--- src/pfwm_pkg.sv ---
// Package of register offsets, field positions, reset values and timing for the fault monitor
package pfwm_pkg;
  localparam int PFWM_NCH = 4;
  localparam int PFWM_CLIP_CYCLES = 20;
  localparam int PFWM_RAMP_MS = 5;
  localparam int PFWM_CLK_HZ = 100_000_000;
  localparam int PFWM_RAMP_CYCLES = PFWM_RAMP_MS * (PFWM_CLK_HZ / 1000);
  localparam logic [7:0] PFWM_REG_MISC1 = 8'h01;
  localparam logic [7:0] PFWM_REG_STATE_CTRL = 8'h04;
  localparam logic [7:0] PFWM_REG_STATE_RPT = 8'h0F;
  localparam logic [7:0] PFWM_REG_CH_FAULT = 8'h10;
  localparam logic [7:0] PFWM_REG_GLOB_FAULT1 = 8'h11;
  localparam logic [7:0] PFWM_REG_GLOB_FAULT2 = 8'h12;
  localparam logic [7:0] PFWM_REG_WARNINGS = 8'h13;
  localparam logic [7:0] PFWM_REG_PIN_CTRL = 8'h14;
  localparam logic [7:0] PFWM_REG_MISC4 = 8'h21;
  localparam int PFWM_HEAT_LVL_LSB = 5;
  localparam int PFWM_CLEAR_BIT = 7;
  localparam logic [7:0] PFWM_MISC1_RST = 8'h00;
  localparam logic [7:0] PFWM_STATE_CTRL_RST = 8'h55;
  localparam logic [7:0] PFWM_PIN_CTRL_RST = 8'h00;
  // Pin-control mask bit positions
  localparam int PFWM_M_CLIP = 0;
  localparam int PFWM_M_HEAT = 1;
  localparam int PFWM_M_DC = 2;
  localparam int PFWM_M_CUR = 3;
  localparam int PFWM_M_OVERTEMP_SHUTDOWN = 4;
  localparam int PFWM_M_VOLT = 5;
  localparam int PFWM_M_CLK = 6;
  // Global fault 1 bits, then global fault 2 and warning bits
  localparam int PFWM_G_OUTPUT_STAGE_SUPPLY_UV = 0;
  localparam int PFWM_G_VBAT_UV = 1;
  localparam int PFWM_G_OUTPUT_STAGE_SUPPLY_OV = 2;
  localparam int PFWM_G_VBAT_OV = 3;
  localparam int PFWM_G_CLK = 4;
  localparam int PFWM_G_OVERTEMP_SHUTDOWN = 0;
  localparam int PFWM_W_RESET = 5;
  localparam int PFWM_W_HEAT = 4;
  localparam logic [6:0] PFWM_BUS_ADDR_BASE = 7'h6A;
  typedef enum logic [1:0] {
    PFWM_ST_STANDBY = 2'h0,
    PFWM_ST_PLAY = 2'h1,
    PFWM_ST_HIZ = 2'h2,
    PFWM_ST_MUTE = 2'h3
  } pfwm_chstate_t;
  typedef enum {PFWM_RUN, PFWM_RAMP, PFWM_OFF} pfwm_stby_t;
endpackage : pfwm_pkg

--- src/pfwm_clip_det.sv ---
// Per-channel clipping detector counting consecutive full-duty PWM cycles
module pfwm_clip_det
  import pfwm_pkg::*;
#(
  parameter int CYCLES = PFWM_CLIP_CYCLES
) (
  input wire logic sys_clk,
  input wire logic sys_rst,
  input wire logic clk_en,
  input wire logic pwm_tick,
  input wire logic full_duty,
  output logic clipping
);
  initial begin
    if (CYCLES < 1 || CYCLES > 255) $error("pfwm_clip_det: CYCLES out of range");
  end
  logic [7:0] run_len;
  always_ff @(posedge sys_clk or posedge sys_rst) begin
    if (sys_rst) begin
      run_len <= 8'h00;
      clipping <= 1'b0;
    end else if (clk_en && pwm_tick) begin
      if (!full_duty) begin
        run_len <= 8'h00;
        clipping <= 1'b0;
      end else if (run_len < 8'(CYCLES)) begin
        run_len <= run_len + 8'h01;
        clipping <= (run_len + 8'h01) >= 8'(CYCLES);
      end
    end
  end
endmodule // pfwm_clip_det

--- src/pfwm_monitor.sv ---
// Protection, fault and warning monitor for a four-channel amplifier
// Operation
// - DC offset over threshold: channel Hi-Z, fault flag set, error pin low.
// - Mask bit stops DC-offset faults from driving the error pin.
// - Clipping flagged after 20 consecutive full-duty PWM cycles on any channel.
// - Clipping bit is sticky; cleared by writing bit 7 of register 0x21.
// - Clipping reporting to caution pin maskable; detection unchanged.
// - Four global heat caution levels chosen by bits 6:5 of register 0x01.
// - Temperature over selected level asserts caution pin unless masked.
// - Global overtemp shutdown forces all Hi-Z, error low; auto recovery.
// - Channel heat caution sets its warning bit and caution pin unless masked.
// - Channel heat shutdown holds Hi-Z until below channel caution threshold.
// - Supply undervoltage drives error pin low and updates status.
// - Reset restores defaults, bus stays enabled, sets reset warning and caution pin.
// - Output stage overvoltage drives error pin low and updates status.
// - Error pin low while any fault other than channel heat shutdown exists; released when none remain.
// - Per-category error masks gate only the pin; all unmasked by default.
// - Caution pin latched low until bit 7 of register 0x21 is written.
// - Separate clipping and heat masks on caution pin; unmasked by default.
// - Active-low mute input mutes all playing channels while low.
// - Standby low: ramp down within 5 ms, then shut down, bus off.
// - Bus address from two select pins; write bytes 0xD4 to 0xDA.
// - Overcurrent trip: channel Hi-Z, fault reported, error pin low.
//
// The placing of the registers and the strobed register port are this design's own decisions.
module pfwm_monitor
  import pfwm_pkg::*;
#(
  parameter int NCH = PFWM_NCH,
  parameter int RAMP_CYCLES = PFWM_RAMP_CYCLES
) (
  input wire logic sys_clk,
  input wire logic sys_rst,
  input wire logic clk_en,
  input wire logic [7:0] reg_addr,
  input wire logic [7:0] reg_wdata,
  input wire logic reg_wr,
  input wire logic reg_rd,
  output logic [7:0] reg_rdata,
  input wire logic pwm_tick,
  input wire logic [NCH-1:0] full_duty,
  input wire logic [NCH-1:0] dc_offset_event,
  input wire logic [NCH-1:0] current_trip_level,
  input wire logic [3:0] junction_temp_level,
  input wire logic overtemp_shutdown,
  input wire logic [NCH-1:0] channel_heat_caution,
  input wire logic [NCH-1:0] channel_heat_shutdown,
  input wire logic output_stage_supply_supply_low_event,
  input wire logic vbat_supply_low_event,
  input wire logic output_stage_supply_supply_high_event,
  input wire logic vbat_supply_high_event,
  input wire logic clock_error,
  input wire logic mute_in_n,
  input wire logic standby_in_n,
  input wire logic bus_addr_sel_lo,
  input wire logic bus_addr_sel_hi,
  output logic [6:0] bus_address,
  output logic bus_enable,
  output logic osc_enable,
  output logic ramp_down,
  output logic [2*NCH-1:0] channel_state,
  output logic error_flag_out_n_o,
  output logic error_flag_out_n_oe,
  output logic caution_flag_out_n_o,
  output logic caution_flag_out_n_oe
);
  initial begin
    if (NCH != 4) $error("pfwm_monitor: NCH must be 4");
    if (RAMP_CYCLES < 1) $error("pfwm_monitor: RAMP_CYCLES must be positive");
  end

  function automatic logic wr_hit(input logic [7:0] a, input logic [7:0] off);
    return reg_wr && (a == off);
  endfunction

  logic [7:0] misc1;
  logic [7:0] state_ctrl;
  logic [7:0] pin_ctrl;
  logic [NCH-1:0] dc_flag;
  logic [NCH-1:0] cur_flag;
  logic [NCH-1:0] ch_heat_off;
  logic [NCH-1:0] clipping;
  logic clip_sticky;
  logic reset_warn;
  logic caution_latch;
  logic [NCH-1:0] ch_force_hiz;
  logic heat_over;
  logic clear_wr;
  logic [31:0] ramp_cnt;
  pfwm_stby_t stby_state;

  assign clear_wr = wr_hit(reg_addr, PFWM_REG_MISC4) && reg_wdata[PFWM_CLEAR_BIT];

  // Writable control registers
  always_ff @(posedge sys_clk or posedge sys_rst) begin
    if (sys_rst) begin
      misc1 <= PFWM_MISC1_RST;
      state_ctrl <= PFWM_STATE_CTRL_RST;
      pin_ctrl <= PFWM_PIN_CTRL_RST;
    end else if (clk_en) begin
      if (wr_hit(reg_addr, PFWM_REG_MISC1)) misc1 <= reg_wdata;
      if (wr_hit(reg_addr, PFWM_REG_STATE_CTRL)) state_ctrl <= reg_wdata;
      if (wr_hit(reg_addr, PFWM_REG_PIN_CTRL)) pin_ctrl <= reg_wdata;
    end
  end

  genvar g;
  generate
    for (g = 0; g < NCH; g++) begin : g_clip
      pfwm_clip_det #(.CYCLES(PFWM_CLIP_CYCLES)) u_clip (
        .sys_clk(sys_clk),
        .sys_rst(sys_rst),
        .clk_en(clk_en),
        .pwm_tick(pwm_tick),
        .full_duty(full_duty[g]),
        .clipping(clipping[g])
      );
    end
  endgenerate

  // Channel fault flags: cleared by the clear bit, a new event wins over clear
  always_ff @(posedge sys_clk or posedge sys_rst) begin
    if (sys_rst) begin
      dc_flag <= '0;
      cur_flag <= '0;
    end else if (clk_en) begin
      dc_flag <= (clear_wr ? '0 : dc_flag) | dc_offset_event;
      cur_flag <= (clear_wr ? '0 : cur_flag) | current_trip_level;
    end
  end

  // Channel heat shutdown holds until the channel drops below its caution level
  always_ff @(posedge sys_clk or posedge sys_rst) begin
    if (sys_rst) begin
      ch_heat_off <= '0;
    end else if (clk_en) begin
      ch_heat_off <= channel_heat_shutdown | (ch_heat_off & channel_heat_caution);
    end
  end

  // Global heat caution: level 0..3 from misc1 compared to thermometer input
  assign heat_over = junction_temp_level[misc1[PFWM_HEAT_LVL_LSB +: 2]];

  // Sticky clipping and reset warning
  always_ff @(posedge sys_clk or posedge sys_rst) begin
    if (sys_rst) begin
      clip_sticky <= 1'b0;
      reset_warn <= 1'b1;
    end else if (clk_en) begin
      clip_sticky <= (clear_wr ? 1'b0 : clip_sticky) | (|clipping);
      if (clear_wr) reset_warn <= 1'b0;
    end
  end

  logic caution_src;
  assign caution_src = ((|clipping) && !pin_ctrl[PFWM_M_CLIP])
    || ((heat_over || (|channel_heat_caution)) && !pin_ctrl[PFWM_M_HEAT]);

  // Caution pin latch; a new cause in the clearing cycle keeps it set
  always_ff @(posedge sys_clk or posedge sys_rst) begin
    if (sys_rst) begin
      caution_latch <= 1'b1;
    end else if (clk_en) begin
      caution_latch <= (clear_wr ? 1'b0 : caution_latch) | caution_src;
    end
  end

  logic supply_low;
  logic supply_high;
  logic error_now;
  assign supply_low = output_stage_supply_supply_low_event || vbat_supply_low_event;
  assign supply_high = output_stage_supply_supply_high_event || vbat_supply_high_event;
  assign error_now = ((|dc_flag) && !pin_ctrl[PFWM_M_DC])
    || ((|cur_flag) && !pin_ctrl[PFWM_M_CUR])
    || (overtemp_shutdown && !pin_ctrl[PFWM_M_OVERTEMP_SHUTDOWN])
    || (supply_low && !pin_ctrl[PFWM_M_VOLT])
    || (supply_high && !pin_ctrl[PFWM_M_VOLT])
    || (clock_error && !pin_ctrl[PFWM_M_CLK]);

  // Open-drain pins: drive low only
  always_ff @(posedge sys_clk or posedge sys_rst) begin
    if (sys_rst) begin
      error_flag_out_n_oe <= 1'b0;
      caution_flag_out_n_oe <= 1'b0;
    end else if (clk_en) begin
      error_flag_out_n_oe <= error_now;
      caution_flag_out_n_oe <= caution_latch;
    end
  end
  assign error_flag_out_n_o = 1'b0;
  assign caution_flag_out_n_o = 1'b0;

  // Standby sequencing: ramp down first, then stop oscillator and bus
  always_ff @(posedge sys_clk or posedge sys_rst) begin
    if (sys_rst) begin
      stby_state <= PFWM_RUN;
      ramp_cnt <= 32'h0000_0000;
    end else if (clk_en) begin
      unique case (stby_state)
        PFWM_RUN: begin
          if (!standby_in_n) begin
            stby_state <= PFWM_RAMP;
            ramp_cnt <= 32'h0000_0000;
          end
        end
        PFWM_RAMP: begin
          if (standby_in_n) begin
            stby_state <= PFWM_RUN;
          end else if (ramp_cnt >= 32'(RAMP_CYCLES - 1)) begin
            stby_state <= PFWM_OFF;
          end else begin
            ramp_cnt <= ramp_cnt + 32'h0000_0001;
          end
        end
        PFWM_OFF: begin
          if (standby_in_n) stby_state <= PFWM_RUN;
        end
      endcase
    end
  end

  logic in_standby;
  assign in_standby = (stby_state == PFWM_OFF);
  assign bus_enable = !in_standby;
  assign osc_enable = !in_standby;
  assign ramp_down = (stby_state == PFWM_RAMP);
  // Added, not ORed: the base has bit 1 set, so an OR would fold two select codes together
  assign bus_address = PFWM_BUS_ADDR_BASE + {5'h00, bus_addr_sel_hi, bus_addr_sel_lo};

  // Per-channel effective state
  logic supply_bad;
  assign supply_bad = supply_low || supply_high;
  always_comb begin
    for (int i = 0; i < NCH; i++) begin
      ch_force_hiz[i] = dc_flag[i] || cur_flag[i] || ch_heat_off[i]
        || overtemp_shutdown || supply_bad;
    end
  end

  logic [2*NCH-1:0] next_channel_state;
  always_comb begin
    for (int i = 0; i < NCH; i++) begin
      if (in_standby) begin
        next_channel_state[2*i +: 2] = PFWM_ST_STANDBY;
      end else if (ch_force_hiz[i] || ramp_down) begin
        next_channel_state[2*i +: 2] = PFWM_ST_HIZ;
      end else if (!mute_in_n && state_ctrl[2*i +: 2] == PFWM_ST_PLAY) begin
        next_channel_state[2*i +: 2] = PFWM_ST_MUTE;
      end else begin
        next_channel_state[2*i +: 2] = state_ctrl[2*i +: 2];
      end
    end
  end

  always_ff @(posedge sys_clk or posedge sys_rst) begin
    if (sys_rst) begin
      channel_state <= {NCH{PFWM_ST_HIZ}};
    end else if (clk_en) begin
      channel_state <= next_channel_state;
    end
  end

  // Register read port, data in the cycle after the strobe
  always_ff @(posedge sys_clk or posedge sys_rst) begin
    if (sys_rst) begin
      reg_rdata <= 8'h00;
    end else if (clk_en) begin
      if (reg_rd) begin
        unique case (reg_addr)
          PFWM_REG_MISC1: reg_rdata <= misc1;
          PFWM_REG_STATE_CTRL: reg_rdata <= state_ctrl;
          PFWM_REG_STATE_RPT: reg_rdata <= channel_state;
          PFWM_REG_CH_FAULT: reg_rdata <= {cur_flag, dc_flag};
          PFWM_REG_GLOB_FAULT1: reg_rdata <= {3'h0, clock_error, vbat_supply_high_event,
            output_stage_supply_supply_high_event, vbat_supply_low_event, output_stage_supply_supply_low_event};
          PFWM_REG_GLOB_FAULT2: reg_rdata <= {ch_heat_off, 3'h0, overtemp_shutdown};
          PFWM_REG_WARNINGS: reg_rdata <= {1'b0, clip_sticky, reset_warn, heat_over,
            channel_heat_caution};
          PFWM_REG_PIN_CTRL: reg_rdata <= pin_ctrl;
          default: reg_rdata <= 8'h00;
        endcase
      end else begin
        reg_rdata <= 8'h00;
      end
    end
  end
endmodule // pfwm_monitor

--- config.mk ---
export PLATFORM = sky130hd
export DESIGN_NAME = pfwm_monitor
export DESIGN_NICKNAME = d
export VERILOG_FILES = /design/src/pfwm_pkg.sv /design/src/pfwm_clip_det.sv /design/src/pfwm_monitor.sv
export SDC_FILE = /design/constraint.sdc
export NUM_CORES = 1
export LEC_CHECK = 0
export BUFFER_PORTS_ARGS = -buffer_cell sky130_fd_sc_hd__buf_2
export CORE_MARGIN = 3
export CORE_UTILIZATION = 40
export DETAILED_ROUTE_END_ITERATION = 12
export GPL_TIMING_DRIVEN = 1
export SYNTH_ARGS = -nofsm -noshare
export SYNTH_HDL_FRONTEND = slang
export SYNTH_SLANG_ARGS = --single-unit
--- constraint.sdc ---
create_clock -name sys_clk -period 5.7 [get_ports sys_clk]
set_input_delay 0 -clock sys_clk [delete_from_list [all_inputs] [get_ports sys_clk]]
set_output_delay 0 -clock sys_clk [all_outputs]
set_load 0.05 [all_outputs]
Word-level counts from Yosys, hierarchy flattened
Index checks and enable logic that the tools add are counted.

Add/sub/neg operators: 6. $lt $le $gt $ge: 10. Eq/ne operators: 26. Multiplexer cells: 45. Bitwise logic cells: 6. Reduce and logical (&&, ||, !) cells: 73.

Operator list (count): $mux 32 (7); $pmux 32 s3 (1); $mux 8 (9); $eq 32x2->1 const B (2); $pmux 32 s2 (1); $pmux 8 s8 (1); $eq 8x5->1 const B (5); $add 32x1->32 const B (1); $add 8x1->8 const B (4); $eq 32x1->1 const B (1); $eq 32x3->1 const B (1); $ge 32x19->1 const B (1); $ge 8x5->1 const B (4); $logic_not 32->1 (1); $lt 8x5->1 const B (4); $logic_or 1x1->1 (30); $mux 2 (12); $logic_and 1x1->1 (18); $reduce_and 2->1 (8); $reduce_or 4->1 (4); $or 4x4->4 (3); $mux 1 (11); $logic_not 1->1 (9); $eq 2x1->1 const B (4); other kinds (16) (24).

Bits in registers: 157. Logic and storage cells: 189.

Logic depth before layout (Yosys ltp)
Depth in word-level cells: 7. Mapped depth: 8.

Cells and area by module
From an unflattened synthesis, not the netlist that was laid out.

Cell total of the unflattened synthesis: 627. Area total of the unflattened synthesis: 6588.8 um2.

By module, submodules not included: pfwm_monitor (times used 1, cells an instance 431, area an instance 4642.0 um2, seq. area each 2289.7 um2); pfwm_clip_det (times used 4, cells an instance 49, area an instance 486.7 um2, seq. area each 225.2 um2).

Least setup slack after synthesis
Ideal clock, no wire load.

Path kind: flip-flop to flip-flop. Start point: register stby_state[1]. End point: register channel_state[1]. Data arrival time: 2.195 ns. Required time: 5.618 ns. Setup slack: 3.423 ns. Cell stages (with the launch flop): 7. Clock period less this slack: 2.277 ns. Cells stage by stage: dfrtp_1 inv_1 ha_1 or3_1 or4_1 o31a_1 mux2_4.

Cells in the longest elaborated chain, start to end: 4.

RTL lines: from (decl) (RTL line pfwm_monitor.sv:90) `pfwm_stby_t stby_state;`; from (signal assigned) (RTL line pfwm_monitor.sv:196) `stby_state <= PFWM_RUN;`; from (signal assigned) (RTL line pfwm_monitor.sv:202) `stby_state <= PFWM_RAMP;`; from (signal assigned) (RTL line pfwm_monitor.sv:208) `stby_state <= PFWM_RUN;`; $eq 32x2->1 (RTL line pfwm_monitor.sv:226) `assign ramp_down = (stby_state == PFWM_RAMP);`; named net ramp_down (RTL line pfwm_monitor.sv:60) `output logic ramp_down,`; $logic_or 1x1->1 (RTL line pfwm_monitor.sv:245) `end else if (ch_force_hiz[i] || ramp_down) begin`; $mux 2 (RTL line pfwm_monitor.sv:245); $mux 2 (RTL line pfwm_monitor.sv:243) `if (in_standby) begin`; to (signal assigned) (RTL line pfwm_monitor.sv:257) `channel_state <= {NCH{PFWM_ST_HIZ}};`; to (signal assigned) (RTL line pfwm_monitor.sv:259) `channel_state <= next_channel_state;`; to (decl) (RTL line pfwm_monitor.sv:61) `output logic [2*NCH-1:0] channel_state,`.

The timed path passes the listed nets, and every way through them passes these cells. A chain may end at the register's enable or synchronous reset.

Final worst setup path
Start point: register stby_state[1]. End point: register ramp_cnt[1].

Cells in the longest elaborated chain, start to end: 3.

RTL lines: $eq 32x1->1 or $logic_not 32->1 (tied branches) (RTL line pfwm_monitor.sv:199) `unique case (stby_state)`; $ne 2x2->1 (no line) or $reduce_bool 2->1 (tied branches); $reduce_and 5->1 (no line); to (signal assigned) (RTL line pfwm_monitor.sv:212) `ramp_cnt <= ramp_cnt + 32'h0000_0001;`; to (decl) (RTL line pfwm_monitor.sv:89) `logic [31:0] ramp_cnt;`.

Several ways; a longest one is shown, not always the timed one.

==> metrics.md <==
| Metric | Value |
|---|---|
| Status | `complete, no violations` |
| Ys async rst share | `100.0%` |
| Kind of end point of the critical path | `register` |
| Maximum clock frequency | `0.3793 GHz` |
| Met3 Resource Use GR | `4.951%` |
| Endpoint required time on the critical path | `6010 ps` |
| Setup repair after global routing missed its margin | `no` |
| Critical Path Start Type | `register` |
| Total instance count after detailed placement | `918` |
| Hold-critical path depth | `0` |
| Global route total overflow | `0` |
| Worst-case setup margin in the final layout | `3064 ps` |
| Synth Area per Inst | `9.998 um2` |
| Pre-CTS setup slack | `2681 ps` |
| Quantity of hold-fixing buffers added after cts | `31` |
| Critical-path cell list | `inv_1 -> ha_1 -> and2_1 -> o211ai_1 -> and2_1 -> a32o_1` |
| Share of synthesized cell area in and, or, nand and nor gates | `21.40%` |
| Clock latency at the later pin of the worst-skew pair | `420 ps` |
| Clock root buffer | `sky130_fd_sc_hd__clkbuf_16` |
| Half-perimeter wire length after detailed placement | `12100 um` |
| Number of iterations in the first detailed-routing pass | `7` |
| Final core area utilization | `49.93%` |
| Antenna Diode Count | `0` |
| Layer with the highest usage after global routing | `met2` |
| Row Count | `46` |
| Aggregate negative setup slack | `0 ps` |
| Period utilisation layout | `46.25%` |
| Number of flops mapped to enable cells by yosys | `0` |
| Cell seen most often among critical-path stages | `sky130_fd_sc_hd__and2_1` |
| Fraction of the mapped netlist area in compound gates | `16.81%` |
| Top delay family on crit path | `simple AND/OR/NAND/NOR gates` |
| Final routed DRC violation total | `0` |
| Post-cts gate resize count | `0` |
| Initial Utilization | `41.12%` |
| Die span in x | `134.2 um` |
| Most numerous cell types in the synthesized netlist | `117 x sky130_fd_sc_hd__dfrtp_1, 68 x sky130_fd_sc_hd__nand2_1, 42 x sky130_fd_sc_hd__nand3_1, 31 x sky130_fd_sc_hd__clkbuf_1, 23 x sky130_fd_sc_hd__inv_1` |
| Wire per inst | `17.55 um` |
| Via/cell ratio | `5.657` |
| Global-route wire length before repair | `27920 um` |
| Detailed-route via count | `5555` |
| Cell with the most instances after synthesis | `sky130_fd_sc_hd__dfrtp_1` |
| Detailed-route wire length | `17240 um` |
| CTS Buffer Depth | `2` |
| IR Drop Worst-Case VDD | `0.0002570 V` |
| Filler Cell Count | `1513` |
| Portion of netlist area occupied by mux cells | `7.360%` |
| Layout overhead on the synthesized area | `21.43%` |
| Count of input and output buffers | `77` |
| Antenna violations before repair | `0` |
| Number of top-level pins | `86` |
| Non-filler instance count after layout | `982` |
| CTS tree | `built` |
| 1st-iter DRT viols | `463` |
| Cell count after synthesis | `658` |
| Area of the die | `0.01802 mm2` |
| Critical Path Slowest Stage Cell | `sky130_fd_sc_hd__and2_1` |
| Final RePlAce weighted congestion | `0.9492` |
| Routed Antenna Nets | `0` |
| HP Class | `in2out` |
| Count of pins over their slew limit | `0` |
| Worst-case headroom to the max-slew limit | `35.52%` |
| Core area | `0.01600 mm2` |
| Overall die height | `134.2 um` |
| Clock period minus final worst setup slack | `2636 ps` |
| Number of CTS-inserted buffers | `17` |
| Overall Power | `2.511 mW` |
| Cell accounting for the most synthesized area | `sky130_fd_sc_hd__dfrtp_1` |
| Number of distinct standard cells referenced by the synthesized netlist | `63` |
| Slowest cell delay on critical path | `640 ps` |
| Levels on crit path | `6` |
| Cell area after technology mapping | `0.006579 mm2` |
| Largest family of logic cells by synthesized area | `simple AND/OR/NAND/NOR gates` |
| CP bufs+invs | `1` |
| Fraction of the yosys area taken by sequential cells | `48.50%` |
| Prevailing post-synth register cell | `sky130_fd_sc_hd__dfrtp_1` |
| Xor and xnor fraction of the mapped netlist area | `0.1331%` |
| Leakage power figure | `3.597 nW` |
| Met2 usage in global routing | `30.00%` |
| Total setup buffers inserted after CTS | `0` |
| CP max FO | `18` |
| Count of endpoints failing setup in the final report | `0` |
| Adder-cell share of the synthesized area | `1.521%` |
| Worst setup path category | `reg2reg` |
| GR Layer Usage met1 | `27.30%` |
| Via count of the first global-routing pass | `5337` |
| Net count, final | `817` |
| Clock slew at reported path FFs | `60 ps` |
| Ratio of cells with drive above 1 in the final layout | `18.54%` |
| Clock sink total | `127` |
| R2R cell count | `6` |
| Warnings, synthesis | `0` |
| Total power per unit cell area | `314.3 mW/mm2` |
| Data arrival, critical path | `2950 ps` |
| Number of H-tree branching levels | `4` |
| Overall track demand over capacity in global routing | `19.53%` |
| Hold Violations, Final | `0` |
| Pin slew with the least headroom to its limit | `966.2 ps` |
| Flop and latch count out of synthesis | `127` |
| Maximum Capacitance Violations | `0` |
| Yosys top cell area share | `44.50%` |
| Maximum number of pins on one net before global-route repair | `77` |
| Leading cell types by total area after synthesis | `sky130_fd_sc_hd__dfrtp_1 45%, sky130_fd_sc_hd__dfstp_2 4.0%, sky130_fd_sc_hd__nand2_1 3.9%` |
| Post-Route Skew | `6.005 ps` |
==> layer usage <==
layer	wire [um]	vias to the layer above	share of wire [%]
met4	261	0	1.5
met5	0	-	0
met3	1019	19	5.9
li1	-	2631	-
met2	7901	174	46
met1	8055	2731	47
==> path summary, 6_finish.rpt <==
check,startpoint,to,slack [ps]
worst max-delay path,stby_state[1]$_DFFE_PP0P_,ramp_cnt[1]$_DFFE_PP0P_,3060
worst min-delay path,bus_addr_sel_lo,bus_address[0],0.1
worst max register to register,stby_state[1]$_DFFE_PP0P_,ramp_cnt[1]$_DFFE_PP0P_,3060
worst min register to register,g_clip[0].u_clip.run_len[6]$_DFFE_PP0P_,g_clip[0].u_clip.run_len[6]$_DFFE_PP0P_,480
max in group asynchronous,sys_rst,state_ctrl[1]$_DFFE_PP0P_,4100
min in group asynchronous,sys_rst,ramp_cnt[25]$_DFFE_PP0P_,220
==> report_power, final <==
part | internal, mW | switching, mW
sequential | 0.967 | 0.0834
clock | 0.641 | 0.416
combinational | 0.164 | 0.239
total | 1.77 | 0.739
==> final cells by class <==
cell class / instances / area (um2) / share of cell area, %
multi-input combinational: 471 / 3129 / 39.17
clock buffer: 18 / 429.2 / 5.372
sequential: 127 / 3191 / 39.94
inverter: 23 / 88.84 / 1.112
tap: 216 / 270.3 / 3.383
timing repair buffer: 113 / 737.0 / 9.225
clock inverter: 14 / 143.9 / 1.801
==> per-stage QoR <==
step | area (um2) | hold WS [ps]
after global placement | 7094 | 0.3409
after CTS | 7978 | 0.3239
after detailed placement | 7094 | 0.3409
final | 7989 | 0.1085
after global routing | 7989 | 0.2869
after floorplan | 6594 | 131.7
==> logic make-up after synthesis <==
family                     after synthesis
adders and majority gates                8
AOI/OAI and AO/OA                      154
and+or+nand+nor                        260
other                                    2
buffers and inverters                   64
xor gates and xnor gates                 1
muxes                                   42
DFF                                    127
==> sequential cells by signal, summed over array words and instances, names as in the netlist <==
register / cells
misc1: 8
caution_flag_out_n_oe: 1
pin_ctrl: 8
state_ctrl: 8
error_flag_out_n_oe: 1
caution_latch: 1
reset_warn: 1
ramp_cnt: 32
g_clip.u_clip.run_len: 32
dc_flag: 4
channel_state: 8
reg_rdata: 8
cur_flag: 4
stby_state: 2
clip_sticky: 1
ch_heat_off: 4
g_clip.u_clip.clipping: 4
==> cell usage in the layout (no fill, tap or decap), types with 9 or more instances in the layout <==
master                            n
sky130_fd_sc_hd__nand2_1         68
sky130_fd_sc_hd__dfstp_2         10
sky130_fd_sc_hd__nor2_1          13
sky130_fd_sc_hd__dlygate4sd3_1   31
sky130_fd_sc_hd__and3_1          22
sky130_fd_sc_hd__o22ai_1          9
sky130_fd_sc_hd__clkbuf_16       17
sky130_fd_sc_hd__nand4_1         12
sky130_fd_sc_hd__buf_2           77
sky130_fd_sc_hd__o21ai_1         18
sky130_fd_sc_hd__nand3_1         42
sky130_fd_sc_hd__o21ai_0         22
sky130_fd_sc_hd__mux2_1          19
sky130_fd_sc_hd__mux2i_1         12
sky130_fd_sc_hd__dfrtp_1        117
sky130_fd_sc_hd__nand2b_1        12
sky130_fd_sc_hd__nor3_1          19
sky130_fd_sc_hd__a22o_1          20
sky130_fd_sc_hd__and2_1          19
sky130_fd_sc_hd__inv_1           22
sky130_fd_sc_hd__nor2b_1         14
sky130_fd_sc_hd__o211ai_1        15
Note: power is estimated with default switching activity, not from simulation.
